### config.mk
export PLATFORM = sky130hd
export DESIGN_NAME = vim_mapper
export DESIGN_NICKNAME = d
export VERILOG_FILES = /design/src/vim_pkg.sv /design/src/vim_mapper.sv
export VERILOG_INCLUDE_DIRS = /design/src
export SDC_FILE = /design/constraint.sdc
export NUM_CORES = 1
export LEC_CHECK = 0
export ABC_CLOCK_PERIOD_IN_PS = 14600
export BUFFER_PORTS_ARGS = -buffer_cell sky130_fd_sc_hd__buf_2
export CAP_MARGIN = 5
export CORE_UTILIZATION = 55
export CTS_BUF_LIST = sky130_fd_sc_hd__clkbuf_16
export CTS_CLUSTER_DIAMETER = 30
export DETAILED_ROUTE_END_ITERATION = 16
export PLACE_DENSITY = 0.76
export SLEW_MARGIN = 10
export SYNTH_ARGS = -nofsm -noshare
export SYNTH_HDL_FRONTEND = slang
export SYNTH_SLANG_ARGS = --single-unit
### constraint.sdc
create_clock -name clk -period 14.6 [get_ports clk]
set_clock_uncertainty 0.15 [all_clocks]
set_input_delay 2.19 -clock clk [delete_from_list [all_inputs] [get_ports clk]]
set_output_delay 2.19 -clock clk [all_outputs]
set_load 0.01 [all_outputs]
### src/vim_defines.svh
/*
 * Constants for the vectored interrupt mapper: register offsets, field
 * positions, reset values and slot table figures.
 * Assumes inclusion by bare name from the mapper's package and module.
 */
`ifndef VIM_DEFINES_SVH
`define VIM_DEFINES_SVH

// ****************************************************************
// Register byte offsets on the AXI4-Lite slave
// ****************************************************************
`define VIM_OFF_FLAGS     12'h000
`define VIM_OFF_ENABLES   12'h004
`define VIM_OFF_PBASE     12'h008
`define VIM_OFF_SBASE     12'h00C
`define VIM_OFF_MODE      12'h010
`define VIM_OFF_SWTRAP    12'h014
`define VIM_OFF_STATUS    12'h018

// ****************************************************************
// Flag and enable layout
// ****************************************************************
`define VIM_BIT_EXT_A     2
`define VIM_BIT_EXT_B     3
`define VIM_BIT_TIMER     4
`define VIM_BIT_SH0_TX    5
`define VIM_BIT_UART      6
`define VIM_BIT_SH0_RX    7
`define VIM_BIT_DMA       8
`define VIM_BIT_SH1_TX    9
`define VIM_BIT_SH1_RX    11
`define VIM_BIT_DISPLAY   12
`define VIM_BIT_CONV      13
`define VIM_BIT_AUD2_TX   14
`define VIM_BIT_AUD2_RX   15
`define VIM_WR_MASK       16'hF_BFC
`define VIM_FLAGS_RST     16'h0000
`define VIM_ENABLES_RST   16'h0000
`define VIM_PBASE_RST     32'h0000_0000
`define VIM_SBASE_RST     32'h0000_0000

// ****************************************************************
// Slot table
// ****************************************************************
`define VIM_SLOT_STRIDE   8
`define VIM_SLOT_LAST     31
`define VIM_SEC_FIRST     16
`define VIM_SEC_LAST      23
`define VIM_MODE_CARD     2'b00
`define VIM_MODE_AUDIO    2'b01
`define VIM_NO_PRIO       5'h1F
`define VIM_RESET_SLOT    5'h00
`define VIM_RESET_PRIO    5'h00

`endif

### src/vim_pkg.sv
/*
 * Types for the vectored interrupt mapper.
 * Assumes the defines header is compiled alongside.
 */
`include "vim_defines.svh"

package vim_pkg;
  typedef enum logic [1:0] {VIM_AXI_IDLE, VIM_AXI_WRESP, VIM_AXI_RRESP} vim_axi_st_t;

  typedef struct packed {
    logic [15:0] flags;
    logic [15:0] enables;
    logic [31:0] pbase;
    logic [31:0] sbase;
    logic [1:0]  mode0;
    logic [1:0]  mode1;
    logic [31:0] swtrap;
    logic        aw_seen;
    logic        w_seen;
    logic [11:0] awaddr;
    logic [31:0] wdata;
    logic [3:0]  wstrb;
    logic [1:0]  bresp;
    logic [31:0] rdata;
    logic [1:0]  rresp;
    vim_axi_st_t wst;
    vim_axi_st_t rst_st;
    logic        req_valid;
    logic [4:0]  req_slot;
    logic [4:0]  req_prio;
    logic [31:0] req_vector;
    logic        reset_pend;
  } vim_state_t;
endpackage

### src/vim_mapper.sv
/*
 * Vectored interrupt mapper: 32 vector slots, two base pointers, one
 * pending flag / enable register pair, priority choice toward the core.
 * Assumes request inputs are single-cycle or level events on clk, except
 * the external lines and the wakeup pin, which come from pins.
 */
// The AXI4-Lite interface to the registers and the register addresses were chosen for this implementation.
`timescale 1ns/1ps
`include "vim_defines.svh"

module vim_mapper (
  input  wire logic        clk,
  input  wire logic        rst,
  input  wire logic        ext_request_a,
  input  wire logic        ext_request_b,
  input  wire logic        wakeup_pin,
  input  wire logic        timer_aggregate_event,
  input  wire logic        uart_event,
  input  wire logic        dma_event,
  input  wire logic        display_event,
  input  wire logic        converter_done,
  input  wire logic        converter_pin_event,
  input  wire logic        audio2_receive_event,
  input  wire logic        audio2_transmit_event,
  input  wire logic        audio0_tx_event,
  input  wire logic        audio0_rx_event,
  input  wire logic        card0_event,
  input  wire logic        card0_io_event,
  input  wire logic        audio1_tx_event,
  input  wire logic        audio1_rx_event,
  input  wire logic        card1_event,
  input  wire logic        card1_io_event,
  input  wire logic        clock_event,
  input  wire logic        os_event,
  input  wire logic        soft_reset,
  input  wire logic        core_ack,
  output logic             core_req,
  output logic [4:0]       core_slot,
  output logic [4:0]       core_prio,
  output logic [31:0]      core_vector,
  output logic             irq,
  input  wire logic [11:0] s_axi_awaddr,
  input  wire logic        s_axi_awvalid,
  output logic             s_axi_awready,
  input  wire logic [31:0] s_axi_wdata,
  input  wire logic [3:0]  s_axi_wstrb,
  input  wire logic        s_axi_wvalid,
  output logic             s_axi_wready,
  output logic [1:0]       s_axi_bresp,
  output logic             s_axi_bvalid,
  input  wire logic        s_axi_bready,
  input  wire logic [11:0] s_axi_araddr,
  input  wire logic        s_axi_arvalid,
  output logic             s_axi_arready,
  output logic [31:0]      s_axi_rdata,
  output logic [1:0]       s_axi_rresp,
  output logic             s_axi_rvalid,
  input  wire logic        s_axi_rready
);

  // ****************************************************************
  // Fixed slot priorities
  // ****************************************************************
  localparam logic [4:0] PRIO [0:31] = '{
    5'd0,  5'd1,  5'd3,  5'd5,  5'd6,  5'd7,  5'd9,  5'd10,
    5'd11, 5'd13, 5'd14, 5'd15, 5'd17, 5'd18, 5'd21, 5'd22,
    5'd4,  5'd8,  5'd12, 5'd16, 5'd19, 5'd20, 5'd23, 5'd24,
    5'd2,  5'd25, 5'd26, 5'd14, 5'd15, 5'd16, 5'd17, 5'd18};

  // ****************************************************************
  // Pin synchronisers
  // ****************************************************************
  logic [2:0] pin_s1_r;
  logic [2:0] pin_s2_r;

  always_ff @(posedge clk) begin
    if (rst) begin
      pin_s1_r <= 3'h0;
      pin_s2_r <= 3'h0;
    end else begin
      pin_s1_r <= {wakeup_pin, ext_request_b, ext_request_a};
      pin_s2_r <= pin_s1_r;
    end
  end

  vim_pkg::vim_state_t s_r;
  vim_pkg::vim_state_t s_nxt;

  // ****************************************************************
  // Request sources
  // ****************************************************************
  logic [15:0] src;
  logic        nmi_line;
  logic        clock_slot_req;
  logic        sh0_tx;
  logic        sh0_rx;
  logic        sh1_tx;
  logic        sh1_rx;
  logic [31:0] slot_req;
  logic [4:0]  best_slot;
  logic [4:0]  best_prio;
  logic        best_valid;
  logic        wr_fire;
  logic [31:0] rd_val;
  logic        rd_ok;

  assign nmi_line = 1'b0;
  assign clock_slot_req = pin_s2_r[2] | clock_event;

  // Shared sources per port mode; other mode codes raise nothing
  always_comb begin
    sh0_tx = (s_r.mode0 == `VIM_MODE_CARD)  ? card0_event :
             (s_r.mode0 == `VIM_MODE_AUDIO) ? audio0_tx_event : 1'b0;
    sh0_rx = (s_r.mode0 == `VIM_MODE_CARD)  ? card0_io_event :
             (s_r.mode0 == `VIM_MODE_AUDIO) ? audio0_rx_event : 1'b0;
    sh1_tx = (s_r.mode1 == `VIM_MODE_CARD)  ? card1_event :
             (s_r.mode1 == `VIM_MODE_AUDIO) ? audio1_tx_event : 1'b0;
    sh1_rx = (s_r.mode1 == `VIM_MODE_CARD)  ? card1_io_event :
             (s_r.mode1 == `VIM_MODE_AUDIO) ? audio1_rx_event : 1'b0;
  end

  always_comb begin
    src = 16'h0000;
    src[`VIM_BIT_EXT_A]   = pin_s2_r[0];
    src[`VIM_BIT_EXT_B]   = pin_s2_r[1];
    src[`VIM_BIT_TIMER]   = timer_aggregate_event;
    src[`VIM_BIT_SH0_TX]  = sh0_tx;
    src[`VIM_BIT_UART]    = uart_event;
    src[`VIM_BIT_SH0_RX]  = sh0_rx;
    src[`VIM_BIT_DMA]     = dma_event;
    src[`VIM_BIT_SH1_TX]  = sh1_tx;
    src[`VIM_BIT_SH1_RX]  = sh1_rx;
    src[`VIM_BIT_DISPLAY] = display_event;
    src[`VIM_BIT_CONV]    = converter_done | converter_pin_event;
    src[`VIM_BIT_AUD2_TX] = audio2_transmit_event;
    src[`VIM_BIT_AUD2_RX] = audio2_receive_event;
  end

  // ****************************************************************
  // Slot requests and priority choice
  // ****************************************************************
  logic [15:0] live;
  assign live = s_r.flags & s_r.enables;

  always_comb begin
    slot_req = s_r.swtrap;
    slot_req[1] = s_r.swtrap[1] | nmi_line;
    for (int i = 2; i < 16; i++) begin
      slot_req[i] = s_r.swtrap[i] | live[i];
    end
    slot_req[18] = s_r.swtrap[18] | clock_slot_req;
    slot_req[26] = s_r.swtrap[26] | os_event;
  end

  always_comb begin
    best_valid = 1'b0;
    best_slot  = 5'h00;
    best_prio  = `VIM_NO_PRIO;
    for (int i = 0; i <= `VIM_SLOT_LAST; i++) begin
      if (slot_req[i] && (!best_valid || PRIO[i] < best_prio)) begin
        best_valid = 1'b1;
        best_slot  = 5'(i);
        best_prio  = PRIO[i];
      end
    end
  end

  // Vector address: base chosen by slot, plus stride times slot
  function automatic logic [31:0] vim_vec(input logic [4:0] slot,
                                          input logic [31:0] pb,
                                          input logic [31:0] sb);
    logic [31:0] base;
    base = (slot >= 5'(`VIM_SEC_FIRST) && slot <= 5'(`VIM_SEC_LAST)) ? sb : pb;
    return base + 32'({slot, 3'b000});
  endfunction

  // ****************************************************************
  // Register read mux
  // ****************************************************************
  always_comb begin
    rd_ok  = 1'b1;
    rd_val = 32'h0000_0000;
    case (s_axi_araddr)
      `VIM_OFF_FLAGS:   rd_val = {16'h0000, s_r.flags};
      `VIM_OFF_ENABLES: rd_val = {16'h0000, s_r.enables};
      `VIM_OFF_PBASE:   rd_val = s_r.pbase;
      `VIM_OFF_SBASE:   rd_val = s_r.sbase;
      `VIM_OFF_MODE:    rd_val = {28'h000_0000, s_r.mode1, s_r.mode0};
      `VIM_OFF_SWTRAP:  rd_val = s_r.swtrap;
      `VIM_OFF_STATUS:  rd_val = {21'h00_0000, s_r.req_valid, s_r.req_prio, s_r.req_slot};
      default:          rd_ok = 1'b0;
    endcase
  end

  assign s_axi_awready = (s_r.wst == vim_pkg::VIM_AXI_IDLE) && !s_r.aw_seen;
  assign s_axi_wready  = (s_r.wst == vim_pkg::VIM_AXI_IDLE) && !s_r.w_seen;
  assign s_axi_arready = (s_r.rst_st == vim_pkg::VIM_AXI_IDLE);
  assign s_axi_bvalid  = (s_r.wst == vim_pkg::VIM_AXI_WRESP);
  assign s_axi_rvalid  = (s_r.rst_st == vim_pkg::VIM_AXI_RRESP);
  assign s_axi_bresp   = s_r.bresp;
  assign s_axi_rresp   = s_r.rresp;
  assign s_axi_rdata   = s_r.rdata;
  assign core_req      = s_r.req_valid;
  assign core_slot     = s_r.req_slot;
  assign core_prio     = s_r.req_prio;
  assign core_vector   = s_r.req_vector;
  assign irq           = |live;

  // ****************************************************************
  // Next state
  // ****************************************************************
  always_comb begin
    logic [31:0] d;
    logic [15:0] clr;
    logic        ok;
    s_nxt   = s_r;
    d       = 32'h0000_0000;
    clr     = 16'h0000;
    ok      = 1'b1;
    wr_fire = 1'b0;

    if (s_axi_awvalid && s_axi_awready) begin
      s_nxt.aw_seen = 1'b1;
      s_nxt.awaddr  = s_axi_awaddr;
    end
    if (s_axi_wvalid && s_axi_wready) begin
      s_nxt.w_seen = 1'b1;
      s_nxt.wdata  = s_axi_wdata;
      s_nxt.wstrb  = s_axi_wstrb;
    end

    case (s_r.wst)
      vim_pkg::VIM_AXI_IDLE: begin
        if (s_r.aw_seen && s_r.w_seen) begin
          wr_fire = 1'b1;
          s_nxt.aw_seen = 1'b0;
          s_nxt.w_seen  = 1'b0;
          s_nxt.wst     = vim_pkg::VIM_AXI_WRESP;
        end
      end
      vim_pkg::VIM_AXI_WRESP: begin
        if (s_axi_bready) begin
          s_nxt.wst = vim_pkg::VIM_AXI_IDLE;
        end
      end
      default: s_nxt.wst = vim_pkg::VIM_AXI_IDLE;
    endcase

    if (wr_fire) begin
      for (int b = 0; b < 4; b++) begin
        d[b*8 +: 8] = s_r.wstrb[b] ? s_r.wdata[b*8 +: 8] : 8'h00;
      end
      case (s_r.awaddr)
        `VIM_OFF_FLAGS:   clr = d[15:0] & `VIM_WR_MASK;
        `VIM_OFF_ENABLES: begin
          for (int b = 0; b < 2; b++) begin
            if (s_r.wstrb[b]) begin
              s_nxt.enables[b*8 +: 8] = d[b*8 +: 8] & 8'(`VIM_WR_MASK >> (b*8));
            end
          end
        end
        `VIM_OFF_PBASE: begin
          for (int b = 0; b < 4; b++) begin
            if (s_r.wstrb[b]) s_nxt.pbase[b*8 +: 8] = d[b*8 +: 8];
          end
        end
        `VIM_OFF_SBASE: begin
          for (int b = 0; b < 4; b++) begin
            if (s_r.wstrb[b]) s_nxt.sbase[b*8 +: 8] = d[b*8 +: 8];
          end
        end
        `VIM_OFF_MODE: begin
          if (s_r.wstrb[0]) begin
            s_nxt.mode0 = d[1:0];
            s_nxt.mode1 = d[3:2];
          end
        end
        `VIM_OFF_SWTRAP: s_nxt.swtrap = s_r.swtrap | d;
        `VIM_OFF_STATUS: ok = 1'b0;
        default:         ok = 1'b0;
      endcase
      s_nxt.bresp = ok ? 2'b00 : 2'b10;
    end

    // Set wins over a clear in the same cycle
    s_nxt.flags = ((s_r.flags & ~clr) | src) & `VIM_WR_MASK;

    case (s_r.rst_st)
      vim_pkg::VIM_AXI_IDLE: begin
        if (s_axi_arvalid) begin
          s_nxt.rdata  = rd_val;
          s_nxt.rresp  = rd_ok ? 2'b00 : 2'b10;
          s_nxt.rst_st = vim_pkg::VIM_AXI_RRESP;
        end
      end
      vim_pkg::VIM_AXI_RRESP: begin
        if (s_axi_rready) begin
          s_nxt.rst_st = vim_pkg::VIM_AXI_IDLE;
        end
      end
      default: s_nxt.rst_st = vim_pkg::VIM_AXI_IDLE;
    endcase

    // Offer to the core: held until acknowledged, then cleared at source; a pending reset offer displaces it unacknowledged
    if (s_r.reset_pend) begin
      s_nxt.req_valid  = 1'b1;
      s_nxt.req_slot   = `VIM_RESET_SLOT;
      s_nxt.req_prio   = `VIM_RESET_PRIO;
      s_nxt.req_vector = vim_vec(`VIM_RESET_SLOT, s_r.pbase, s_r.sbase);
      if (s_r.req_valid && core_ack) begin
        s_nxt.reset_pend = 1'b0;
        s_nxt.req_valid  = 1'b0;
      end
    end else if (s_r.req_valid) begin
      if (core_ack) begin
        s_nxt.req_valid = 1'b0;
        if (s_r.req_slot < 5'd16) begin
          s_nxt.flags[s_r.req_slot[3:0]] = src[s_r.req_slot[3:0]];
        end
        s_nxt.swtrap[s_r.req_slot] = 1'b0;
      end
    end else if (best_valid) begin
      s_nxt.req_valid  = 1'b1;
      s_nxt.req_slot   = best_slot;
      s_nxt.req_prio   = best_prio;
      s_nxt.req_vector = vim_vec(best_slot, s_r.pbase, s_r.sbase);
    end
    if (soft_reset) s_nxt.reset_pend = 1'b1;
  end

  always_ff @(posedge clk) begin
    if (rst) begin
      s_r            <= '0;
      s_r.flags      <= `VIM_FLAGS_RST;
      s_r.enables    <= `VIM_ENABLES_RST;
      s_r.pbase      <= `VIM_PBASE_RST;
      s_r.sbase      <= `VIM_SBASE_RST;
      s_r.wst        <= vim_pkg::VIM_AXI_IDLE;
      s_r.rst_st     <= vim_pkg::VIM_AXI_IDLE;
      s_r.reset_pend <= 1'b1;
    end else begin
      s_r <= s_nxt;
    end
  end

endmodule

-- After elaboration in Yosys (flattened, before gate mapping)
Index checks and enable logic that the tools add are counted.
- output and inout bits: 85
- register bits after elaboration: 269
- input port bits: 90
- word-level logic and storage cells: 403
- add/subtract/negate cells: 1
- reduce and logical (&&, ||, !) cells: 133
- equal/unequal tests: 20
- bitwise gates (word level): 28
- mux-type cells: 151
- magnitude comparators: 38
- operator list (operator ; number):
    two-way mux 5 bit ; 62
    one-hot mux 32 bit (7 select lines) ; 1
    two-way mux 32 bit ; 6
    two-way mux 16 bit ; 6
    two-way mux 43 bit ; 2
    < comparator 5 bit, first input constant ; 14
    == test 12 x 5 -> 1 bit, second input constant ; 5
    two-way mux 1 bit ; 55
    < comparator 4 x 5 -> 1 bit, first input constant ; 10
    == test 12 x 4 -> 1 bit, second input constant ; 4
    two-way mux 42 bit ; 1
    logical AND 1 bit ; 40
    zero test 1 bit ; 33
    AND reduction 3 bit ; 11
    adder 32 x 8 -> 32 bit ; 1
    bitwise AND 16 bit ; 2
    bitwise AND 32 bit ; 1
    two-way mux 8 bit ; 4
    inverter 32 bit ; 1
    OR 32 bit ; 1
    logical OR 1 bit ; 31
    == test 12 x 3 -> 1 bit, second input constant ; 2
    zero test 12 bit ; 2
    < comparator 3 x 5 -> 1 bit, first input constant ; 4
    other kinds (31) ; 72

-- Logic depth before layout (Yosys ltp)
Gate-level depths: netlist (run 1).
- depth after elaboration: 132
- mapped depth: 27
- gate-level depth less buffers: 25

-- Least setup slack after synthesis (run 1)
No wires, ideal clock.
- path type: in2reg
- from: input clock_event
- to: register s_r, in the netlist core_vector[31]
- path slack: 7232 ps
- data required time: 14316 ps
- setup time: 134 ps
- arrival: 7085 ps
- cell stages on the path: 25
- buffers on the path: 3
- cell sequence: nor4_1 o21ai_0 or4_1 buf_2 or3_1 and3_1 o211ai_2 nand2_1 a32o_2 nor3_4 nand2_8 buf_6 buf_4 mux2_2 ha_1 inv_1 fa_1 o21ai_0 a21o_1 nor2b_1 nand4_1 nor3_1 mux2i_1 xnor2_1 o22ai_1
- longest elaborated chain between the ends: 63
- elaborated cells on any way between the ends: 106
- classes of those cells: add/sub: 1; order compare: 15; mux: 45; bitwise: 2; reduce/logical: 43
- RTL lines (item ; RTL line ; text):
    start, declared ; vim_mapper.sv:33 ; input wire logic clock_event,
    OR 1 bit * ; vim_mapper.sv:108 ; assign clock_slot_req = pin_s2_r[2] | clock_event;
    OR 1 bit * ; vim_mapper.sv:151 ; slot_req[18] = s_r.swtrap[18] | clock_slot_req;
    logical AND 1 bit * ; vim_mapper.sv:160 ; if (slot_req[i] && (!best_valid || PRIO[i] < best_prio)) begin
    two-way mux 5 bit / two-way mux 1 bit (equally long branches) ; vim_mapper.sv:160 ;
    < comparator 5 bit / zero test 1 bit (equally long branches) ; vim_mapper.sv:160 ;
    logical OR 1 bit ; vim_mapper.sv:160 ;
    logical AND 1 bit ; vim_mapper.sv:160 ;
    two-way mux 5 bit / two-way mux 1 bit (equally long branches) ; vim_mapper.sv:160 ;
    (+47 left out) ; -- ;
    two-way mux 5 bit ; vim_mapper.sv:160 ;
    greater-or-equal comparator 5 bit / less-or-equal comparator 5 bit (equally long branches) ; vim_mapper.sv:173 ; base = (slot >= 5'(`VIM_SEC_FIRST) && slot <= 5'(`VIM_SEC_LAST)) ? sb : pb;
    logical AND 1 bit ; vim_mapper.sv:173 ;
    two-way mux 32 bit ; vim_mapper.sv:173 ;
    adder 32 x 8 -> 32 bit ; vim_mapper.sv:174 ; return base + 32'({slot, 3'b000});
    two-way mux 43 bit ; vim_mapper.sv:322 ; end else if (best_valid) begin
    two-way mux 42 bit ; vim_mapper.sv:314 ; end else if (s_r.req_valid) begin
    two-way mux 43 bit ; vim_mapper.sv:305 ; if (s_r.reset_pend) begin
    end signal, assigned ; vim_mapper.sv:342 ; s_r <= s_nxt;
    end, declared ; vim_mapper.sv:86 ; vim_pkg::vim_state_t s_r;
Mark *: on every way between the ends. The rest lies on a longest branch, timed or not. The select of a mux whose other input is x is not followed.
A chain may end at the register's enable or synchronous reset.

-- Final worst setup path (run 1)
Ends and elaborated chain as after synthesis.

==> summary.txt, run 1 <==
GRT
  – Vias in the first global route: 12.8k
  – Largest net degree at the start of global routing: 108
  – GRT Overall Usage: 35.6%
  – First-pass GRT wire length: 73200 um
  – Overflow after GRT: 0
  – Antenna violations before repair: 1

Timing
  – Slew at the pin with the worst max-slew slack: 1150 ps
  – Fin crit period: 8010 ps
  – Hold Fails Final Rpt: 0
  – Setup violations, final: 0
  – RSZ-0062 raised after global routing: false
  – Max-slew violations: 0
  – WHS: 288 ps
  – Max_slew headroom: 23.0%
  – Worst setup margin: 6590 ps
  – Max frequency: 125 MHz
  – Tcrit/Tclk final: 54.9%
  – Setup TNS Final: 0 ps

Hold path
  – Hold Crit Class: register to register

CTS
  – Max Buffers Root-to-Sink: 3
  – Cts bufs inserted: 56
  – Root buffer cell: clkbuf_16
  – CTS tree: yes
  – Postcts setup bufs: 0
  – Clk slew on worst S/H paths: 50 ps
  – CTS H-tree lvls: 2
  – CTS sink cnt: 265
  – Clk_lat worst skew: 570 ps
  – Post-CTS sizing: 0
  – CTS Hold Bufs: 0

Finish
  – Fillers: 2142
  – Share of layout cells above drive strength 1: 17.7%
  – Final net count: 1969
  – Area growth, synth to finish: 18.2%

Placement
  – GPL Wtd Cong: 0.974
  – Hpwl dp: 33900 um
  – IO Port Bufs: 172
  – Setup WS pre-CTS: 6220 ps

Synth
  – Number of synthesized flops with an enable pin: 0
  – Main flop type after synthesis: dfxtp_1
  – Fraction of registers with async set or reset after synthesis: 0%
  – Synth Register Bits: 265
  – Unique masters post-synth: 80
  – Yosys Warn Count: 0
  – Mean Syn Cell Area: 7.84 sq um
  – Sequential fraction of the synthesis area: 37.5%
  – Syn Inst Count: 1802
  – Synth Cell Area: 14100 sq um

Power and ir drop
  – Leakage power: 6.66 nW
  – Cell Pwr Density: 136 nW/um^2
  – Pwr Total: 2.26 mW
  – Peak VDD IR: 118 uV

Floorplan
  – Die area: 26300 sq um
  – Cell Rows: 58
  – Core area: 25200 sq um
  – Die X: 162 um
  – Starting Density: 56.1%
  – IO Pins: 175
  – Die Ht: 162 um

Drt
  – Post-route ant nets: 0
  – Vias: 14.1k
  – Vias per cell: 6.26
  – Drt first pass iters: 8
  – Initial DRC Count: 2109
  – DRT Wirelength: 47500 um
  – DRC Markers: 0
  – Wire per inst: 21.1 um

Worst setup path
  – Crit-path max FO: 54
  – Endpoint class of the critical path: register
  – Crit path DAT: 8250 ps
  – Critical path type: primary input to register
  – Required @ worst endpoint: 14840 ps
  – CP startpoint kind: primary input

Job
  – Max Cap Viol: 0

Outcome
  – Status: completed
report_power, final:
group          total (mW)  leakage [nW]  switching, mW  internal (mW)
sequential          0.765          2.15         0.0248          0.741
combinational       0.109          3.48         0.0708         0.0384
clock                1.39          1.03          0.418          0.971
total                2.26          6.66          0.514           1.75
area by class of cell:
type	count	area, sq um	area share (%)
flip-flops and latches	265	5310	31.8
well taps	330	413	2.47
clock buffers	57	1430	8.54
repair buffers	194	1030	6.18
diodes	2	5.00	0.0300
clock inverters	46	657	3.93
inverters	21	78.8	0.472
multi-input cells	1334	7780	46.6
synthesized netlist by cell type (18+ instances only):
cell / n / area, sq um
xnor2_1: 22 / 193
a21oi_1: 229 / 1150
nor2_1: 225 / 845
mux2i_1: 74 / 741
a22oi_1: 18 / 135
buf_4: 79 / 593
o21ai_0: 27 / 135
nand3_1: 69 / 345
inv_1: 21 / 78.8
a31oi_1: 25 / 156
a222oi_1: 28 / 280
nand4_1: 20 / 125
a21o_1: 18 / 135
and3_1: 26 / 163
nand2_1: 259 / 972
clkbuf_1: 95 / 357
a211oi_1: 25 / 188
o22ai_1: 25 / 156
dfxtp_1: 265 / 5310
nor3_1: 33 / 165
routing by layer:
metal | track usage (%) | part of all wire [%]
met1 | 50.7 | 43
met2 | 51.9 | 42
met3 | 9.30 | 12
met4 | 11.7 | 2.8
met5 | 0 | 0
flip-flops by register name, indices dropped and copies added, names as in the netlist:
| name | count |
|---|---|
| pin_s1_r | 3 |
| core_prio | 5 |
| core_slot | 5 |
| core_vector | 32 |
| core_req | 1 |
| s_r | 182 |
| pin_s2_r | 3 |
| s_axi_rdata | 32 |
| s_axi_bresp | 1 |
| s_axi_rresp | 1 |
critical path: stages:
cell and delay (ps):
buf_2 110, nor4_1 460, o21ai_0 280, or4_1 590, o31ai_2 310, a41oi_2 110
o211a_2 240, a211oi_2 350, a21o_1 230, o211a_4 230, nand2_8 240, mux2_2 330
ha_1 160, inv_1 60, fa_1 400, o21ai_0 280, a21o_1 430, nor2b_1 290
nand4_1 280, nor3_1 240, mux2i_1 120, xnor2_1 180, o22ai_1 100
through the flow:
step / cell area (sq um) / instances / utilization (%)
2_1_floorplan: 14100 / 1806 / -
3_3_place_gp: 14600 / 2144 / 58.0
3_5_place_dp: 14600 / 2144 / 58.0
4_1_cts: 16700 / 2247 / 66.3
5_1_grt: 16700 / 2247 / 66.3
6_report: 16700 / 2249 / 66.3
cell usage in the layout, fill, tap and decap left out, drive strengths merged, types with 21 or more instances in the layout:
master  Yosys  layout
dfxtp     265     265
nand2     260     260
a21oi     230     230
nor2      225     225
buf        90     194
mux2i      74      74
nand3      70      70
clkbuf     96      57
nor3       34      34
inv        21      30
a222oi     28      28
o21ai      28      28
and3       26      26
a211oi     26      26
a31oi      25      25
o22ai      25      25
xnor2      22      22
nand4      21      21
path summary, 6_finish.rpt:
kind / start / endpoint / slack [ps] / cells after the start
setup / recovery: clock_event / core_vector[31] / 6590 / 23
setup reg to reg: s_r[252] / core_vector[31] / 7340 / 23
hold / removal: pin_s1_r[0] / pin_s2_r[0] / 290 / 1
hold reg to reg: pin_s1_r[0] / pin_s2_r[0] / 290 / 1
cell families (layout without fill, tap and decap cells):
logic type | count (synthesis) | count (layout) | synth area share, %
flops | 265 | 265 | 37.5
simple gates | 715 | 715 | 22.8
buf+inv | 207 | 318 | 7.74
xor+xnor | 38 | 38 | 2.36
other cells | 1 | 7 | 0.0265
compound gates | 473 | 473 | 21.6
fa+ha+maj | 7 | 7 | 0.673
mux | 96 | 96 | 7.23
Power figures use the tool's default switching activity.
==> run 2: changes to the inputs <==
--- a/config.mk
+++ b/config.mk
@@ -6,7 +6,7 @@
 export SDC_FILE = /design/constraint.sdc
 export NUM_CORES = 1
 export LEC_CHECK = 0
-export ABC_CLOCK_PERIOD_IN_PS = 14600
+export ABC_CLOCK_PERIOD_IN_PS = 8260
 export BUFFER_PORTS_ARGS = -buffer_cell sky130_fd_sc_hd__buf_2
 export CAP_MARGIN = 5
 export CORE_UTILIZATION = 55
==> constraint.sdc (replaced) <==
create_clock -name clk -period 8.26 [get_ports clk]
set_clock_uncertainty 0.15 [all_clocks]
set_input_delay 1.239 -clock clk [delete_from_list [all_inputs] [get_ports clk]]
set_output_delay 1.239 -clock clk [all_outputs]
set_load 0.01 [all_outputs]
==> run 2 against run 1 <==
Compared with the run above: non-clock buffer count stayed put; cell count is 0.22% lower; critical path type is now register to register; flip-flop and latch count stayed put; combinational power is 77% higher; routed wire length is 0.47% lower.
==> summary.txt, run 2 (synthesized netlist as in run 1, its figures left out) <==
Worst setup path
  – Buf+Inv Stages, Crit Path: 1 (was 2)
  – Reg2reg setup slack: 1090 ps (was 7340 ps)
  – FF-to-FF Start: s_r[252] (unchanged)
  – CP startpoint kind: register (was primary input)
  – Crit-path max FO: 54 (unchanged)
  – Critical path type: register to register (was primary input to register)
  – Critical Path Max Stage Delay: 810 ps (was 590 ps)
  – Crit path DAT: 7410 ps (was 8250 ps)
  – Endpoint class of the critical path: register (unchanged)
  – R2R depth: 22 (was 23)
  – RR Endpoint: core_vector[31] (unchanged)
  – Crit-path cells: a2111oi_4, nand4_1, or4_1, o221a_2, o21ai_2, o21ai_0, a21oi_2, a21boi_2, o211a_4, nand2_8, mux2_2, ha_1, inv_1, fa_1, o21ai_0, a21o_1, nor2b_1, nand4_1, nor3_1, mux2i_1, xnor2_1, o22ai_1 (was buf_2, nor4_1, o21ai_0, or4_1, o31ai_2, a41oi_2, o211a_2, a211oi_2, a21o_1, o211a_4, nand2_8, mux2_2, ha_1, inv_1, fa_1, o21ai_0, a21o_1, nor2b_1, nand4_1, nor3_1, mux2i_1, xnor2_1, o22ai_1)
  – CP max stage cell: a2111oi_4 (was or4_1)
  – Top Family by Delay on Critical Path: compound AO/OA/AOI/OAI gates (unchanged)
  – Required @ worst endpoint: 8510 ps (was 14840 ps)

Timing
  – Worst setup margin: 1090 ps (was 6590 ps)
  – RSZ-0062 raised after global routing: false (unchanged)
  – Tcrit/Tclk final: 86.8%
  – Fin crit period: 7170 ps
  – Max frequency: 140 MHz
  – WHS: 288 ps (about the same)
  – Max_slew headroom: 22.5% (was 23.0%)
  – Hold Fails Final Rpt: 0 (unchanged)
  – Max-slew violations: 0 (unchanged)
  – Setup violations, final: 0 (unchanged)
  – Slew at the pin with the worst max-slew slack: 1150 ps (about the same)
  – Setup TNS Final: 0 ps (unchanged)

Finish
  – Reg area: 5310 sq um (unchanged)
  – Post-Layout Cell Count: 2244 (was 2249)
  – Fillers: 2185 (was 2142)
  – Share of layout cells above drive strength 1: 18.0% (was 17.7%)
  – Final net count: 1967 (was 1969)
  – Fin util: 65.7% (was 66.3%)
  – Most common cell after layout, fill and taps aside: dfxtp_1 (unchanged)
  – Area of the multi-input gates: 7770 sq um (was 7780 sq um)
  – Biggest register: s_r (unchanged)
  – Area growth, synth to finish: 17.1% (was 18.2%)
  – Flip-flop count of the largest register after layout: 182 (unchanged)
  – Most frequent cells in the layout: dfxtp_1 (264), nand2_1 (258), a21oi_1 (229), nor2_1 (224), buf_2 (171) (was dfxtp_1 (264), nand2_1 (259), a21oi_1 (229), nor2_1 (223), buf_2 (171))
  – Antenna cells: 0 (was 2)
  – Design Area, Final: 16500 sq um (was 16700 sq um)

Power and ir drop
  – Peak VDD IR: 214 uV (was 118 uV)
  – Cell Pwr Density: 232 nW/um^2 (was 136 nW/um^2)
  – Pwr Total: 3.84 mW (was 2.26 mW)
  – Leakage power: 6.58 nW (was 6.66 nW)

Drt
  – Drt first pass iters: 7 (was 8)
  – Vias: 14.1k (about the same)
  – Vias per cell: 6.30 (was 6.26)
  – DRT Wirelength: 47200 um (was 47500 um)
  – DRC Markers: 0 (unchanged)
  – Wire per inst: 21.1 um (about the same)
  – Post-route ant nets: 0 (unchanged)
  – Initial DRC Count: 2318 (was 2109)

Placement
  – GPL Wtd Cong: 0.976 (was 0.974)
  – DP Area: 14600 sq um (about the same)
  – IO Port Bufs: 172 (unchanged)
  – Hpwl dp: 33900 um (about the same)
  – Setup WS pre-CTS: 882 ps (was 6220 ps)
  – Cell count after placement: 2144 (unchanged)

CTS
  – CTS sink cnt: 265 (unchanged)
  – CTS Hold Bufs: 0 (unchanged)
  – Post-CTS sizing: 0 (unchanged)
  – Max Buffers Root-to-Sink: 3 (unchanged)
  – Cts bufs inserted: 54 (was 56)
  – Root buffer cell: clkbuf_16 (unchanged)
  – CTS H-tree lvls: 2 (unchanged)
  – Clk_lat worst skew: 560 ps (was 570 ps)
  – Postcts setup bufs: 0 (unchanged)
  – Clk slew on worst S/H paths: 50 ps (about the same)
  – CTS tree: yes (unchanged)

GRT
  – Largest net degree at the start of global routing: 110 (was 108)
  – Vias in the first global route: 13.0k (was 12.8k)
  – GRT Overall Usage: 35.5% (was 35.6%)
  – Overflow after GRT: 0 (unchanged)
  – Antenna violations before repair: 0 (was 1)
  – First-pass GRT wire length: 72900 um (was 73200 um)

Hold path
  – Hold Crit Class: register to register (unchanged)
  – Cells on Worst Hold Path: 1 (unchanged)
  – Hold path start: pin_s1_r[1] (was pin_s1_r[0])
  – Worst Hold End: pin_s2_r[1] (was pin_s2_r[0])

Floorplan
  – Cell Rows: 58 (unchanged)
  – Die Ht: 162 um (unchanged)
  – IO Pins: 175 (unchanged)
  – Die area: 26300 sq um (unchanged)
  – Starting Density: 56.1% (unchanged)
  – Die X: 162 um (unchanged)
  – Core area: 25200 sq um (unchanged)

Outcome
  – Status: completed (unchanged)

Job
  – Max Cap Viol: 0 (unchanged)
## run 2: cell count changes in the layout (fill, tap and decap cells not counted), sizes merged
| cell | change |
|---|---|
| clkinv | +3 |
| bufinv | -4 |
| inv | -2 |
| clkinvlp | +2 |
| clkbuf | -2 |
| diode | -2 |
## run 2: worst register-to-register path: cells and delay by family, from the launching register on
| kind | cells | cell delay, ps |
|---|---|---|
| compound gates | 10 | 3030 |
| xor+xnor | 1 | 170 |
| fa+ha+maj | 2 | 560 |
| buf+inv | 1 | 60 |
| flops | 1 | 420 |
| mux | 2 | 490 |
| simple gates | 6 | 2110 |
## run 2: routing by layer
metal  vias to the layer above  GRT usage (%)  part of all wire [%]
met5                         -              0                     0
met4                         0           11.0                   2.5
met3                       118           7.07                    13
met2                       853           53.0                    43
met1                      6620           51.1                    42
li1                       6542              -                     -
## run 2: cell type report
cell class	count	share of cell area, %
Multi-Input combinational cell	1334	47.0
Inverter	21	0.476
Tap cell	330	2.50
Sequential cell	265	32.1
Clock inverter	45	3.42
Timing Repair Buffer	194	6.24
Clock buffer	55	8.32
## run 2: worst max-delay path by stage
stage,startpoint,end,slack [ps],cells past startpoint
CTS,s_r[252],core_vector[31],1230,22
global placement,clock_event,core_vector[31],990,23
global route,s_r[252],core_vector[31],700,22
finish,s_r[252],core_vector[31],1090,22
floorplan,clock_event,core_vector[31],1840,25
detailed placement,clock_event,core_vector[31],880,23
## run 2: where the power goes
group	internal, mW	total (mW)	switching, mW
combinational	0.0680	0.193	0.125
clock	1.56	2.29	0.733
sequential	1.31	1.35	0.0445
total	2.94	3.84	0.903
==> run 3: changes to the inputs <==
--- a/config.mk
+++ b/config.mk
@@ -10,7 +10,7 @@
 export BUFFER_PORTS_ARGS = -buffer_cell sky130_fd_sc_hd__buf_2
 export CAP_MARGIN = 5
 export CORE_UTILIZATION = 55
-export CTS_BUF_LIST = sky130_fd_sc_hd__clkbuf_16
+export CTS_BUF_LIST = sky130_fd_sc_hd__clkbuf_4 sky130_fd_sc_hd__clkbuf_8
 export CTS_CLUSTER_DIAMETER = 30
 export DETAILED_ROUTE_END_ITERATION = 16
 export PLACE_DENSITY = 0.76
==> run 3 against run 2 <==
Compared with the run above: global-route usage is 0.39 points lower; core utilization is 2.1 points lower; critical path depth stayed put; register-to-register slack hardly changed; setup slack worse by 6.3 ps; non-clock buffer count stayed put; via count is 1.2% lower; count of clock-buffer cells in the layout is 18 higher; largest power group unchanged; highest routed layer unchanged; final area is 3.2% lower; critical path type unchanged; die area stayed put; critical endpoint unchanged; cell count is 0.31% higher; routed wire length is 1.4% lower.
==> summary.txt, run 3 (synthesized netlist as in run 1, its figures left out) <==
Outcome
  – Status: completed (unchanged)

Finish
  – Share of layout cells above drive strength 1: 18.5% (was 18.0%)
  – Biggest register: s_r (unchanged)
  – Most frequent cells in the layout: dfxtp_1 (264), nand2_1 (258), a21oi_1 (229), nor2_1 (224), buf_2 (171) (unchanged)
  – Antenna cells: 0 (unchanged)
  – Final net count: 1970 (was 1967)
  – Fillers: 2275 (was 2185)
  – Area growth, synth to finish: 13.4% (was 17.1%)
  – Flip-flop count of the largest register after layout: 182 (unchanged)
  – Most common cell after layout, fill and taps aside: dfxtp_1 (unchanged)

Timing
  – RSZ-0062 raised after global routing: false (unchanged)
  – Max frequency: 139 MHz (was 140 MHz)
  – Max_slew headroom: 22.7% (was 22.5%)
  – Hold Fails Final Rpt: 0 (unchanged)
  – Setup violations, final: 0 (unchanged)
  – Tcrit/Tclk final: 86.8% (about the same)
  – Setup TNS Final: 0 ps (unchanged)
  – Max-slew violations: 0 (unchanged)
  – Fin crit period: 7170 ps (about the same)
  – Slew at the pin with the worst max-slew slack: 1160 ps (was 1150 ps)

Drt
  – Drt first pass iters: 7 (unchanged)
  – Post-route ant nets: 0 (unchanged)
  – Vias: 14.0k (was 14.1k)
  – Initial DRC Count: 2114 (was 2318)
  – DRT Wirelength: 46600 um (was 47200 um)
  – Vias per cell: 6.21 (was 6.30)
  – DRC Markers: 0 (unchanged)
  – Wire per inst: 20.7 um (was 21.1 um)

Worst setup path
  – Critical path type: register to register (unchanged)
  – CP startpoint kind: register (unchanged)
  – Required @ worst endpoint: 8550 ps (was 8510 ps)
  – Crit path DAT: 7470 ps (was 7410 ps)
  – Reg2reg setup slack: 1090 ps (about the same)
  – R2R depth: 22 (unchanged)
  – Crit-path max FO: 54 (unchanged)
  – Endpoint class of the critical path: register (unchanged)

Floorplan
  – Cell Rows: 58 (unchanged)
  – Die X: 162 um (unchanged)
  – IO Pins: 175 (unchanged)
  – Starting Density: 56.1% (unchanged)
  – Die area: 26300 sq um (unchanged)
  – Core area: 25200 sq um (unchanged)
  – Die Ht: 162 um (unchanged)

GRT
  – Antenna violations before repair: 0 (unchanged)
  – Overflow after GRT: 0 (unchanged)
  – GRT Overall Usage: 35.1% (was 35.5%)
  – First-pass GRT wire length: 71700 um (was 72900 um)
  – Vias in the first global route: 12.8k (was 13.0k)
  – Largest net degree at the start of global routing: 110 (unchanged)

CTS
  – Clk_lat worst skew: 610 ps (was 560 ps)
  – Post-CTS sizing: 0 (unchanged)
  – Max Buffers Root-to-Sink: 3 (unchanged)
  – Postcts setup bufs: 0 (unchanged)
  – Clk slew on worst S/H paths: 60 ps (was 50 ps)
  – CTS sink cnt: 265 (unchanged)
  – CTS H-tree lvls: 2 (unchanged)
  – Cts bufs inserted: 57 (was 54)
  – CTS Hold Bufs: 0 (unchanged)
  – Root buffer cell: clkbuf_8 (was clkbuf_16)
  – CTS tree: yes (unchanged)

Placement
  – GPL Wtd Cong: 0.976 (unchanged)
  – Hpwl dp: 33900 um (unchanged)
  – IO Port Bufs: 172 (unchanged)

Power and ir drop
  – Peak VDD IR: 198 uV (was 214 uV)
  – Pwr Total: 3.26 mW (was 3.84 mW)
  – Leakage power: 6.33 nW (was 6.58 nW)
  – Cell Pwr Density: 204 nW/um^2 (was 232 nW/um^2)

Hold path
  – Hold Crit Class: register to register (unchanged)
  – Cells on Worst Hold Path: 1 (unchanged)

Job
  – Max Cap Viol: 0 (unchanged)
run 3: cell count changes in the layout (fill, tap and decap cells not counted), sizes merged:
cell | previous run | this run
clkbuf | 55 | 73
clkinv | 20 | 12
inv | 28 | 22
clkinvlp | 7 | 11
bufinv | 11 | 10
run 3: cell type report:
type | count | area (sq um) | area share [%]
Inverter | 21 | 78.8 | 0.492
Sequential cell | 265 | 5310 | 33.1
Clock inverter | 34 | 462 | 2.88
Timing Repair Buffer | 194 | 1030 | 6.44
Clock buffer | 73 | 955 | 5.96
Tap cell | 330 | 413 | 2.58
Multi-Input combinational cell | 1334 | 7770 | 48.5
run 3: power by group:
part / internal, mW / leakage [nW] / switching, mW
Sequential: 1.31 / 2.15 / 0.0445
Combinational: 0.0680 / 3.48 / 0.124
Clock: 1.08 / 0.700 / 0.637
run 3: worst paths after layout:
check	from	endpoint
max	s_r[252]	core_vector[31]
min	pin_s1_r[0]	pin_s2_r[0]
min reg2reg	pin_s1_r[0]	pin_s2_r[0]
max reg2reg	s_r[252]	core_vector[31]
run 3: worst max-delay path, cell delays in order, from the launching register on:
cell	delay (ps)
dfxtp_1	420
a2111oi_4	810
nand4_1	390
or4_1	690
o221a_2	330
o21ai_2	120
o21ai_0	200
a21oi_2	300
a21boi_2	280
o211a_4	220
nand2_8	230
mux2_2	320
ha_1	160
inv_1	60
fa_1	390
o21ai_0	280
a21o_1	410
nor2b_1	290
nand4_1	290
nor3_1	250
mux2i_1	120
xnor2_1	170
o22ai_1	80
run 3: routing by layer:
| metal | track usage [%] | share of wire [%] | up-vias |
|---|---|---|---|
| met5 | 0 | 0 | - |
| met4 | 11.5 | 2.8 | 0 |
| met3 | 8.50 | 12 | 116 |
| met2 | 51.6 | 42 | 846 |
| met1 | 50.1 | 43 | 6464 |
| li1 | - | - | 6543 |
run 3: stage by stage:
step	instance area, sq um	hold slack, ps	util, %	instances	setup WS, ps
6_report	16000	289	63.6	2251	1090
5_1_grt	16000	307	63.6	2251	690
4_1_cts	16000	295	63.6	2251	1220
3_5_place_dp	14600	279	58.0	2144	882
3_3_place_gp	14600	276	58.0	2144	993
2_1_floorplan	14100	264	-	1806	1840
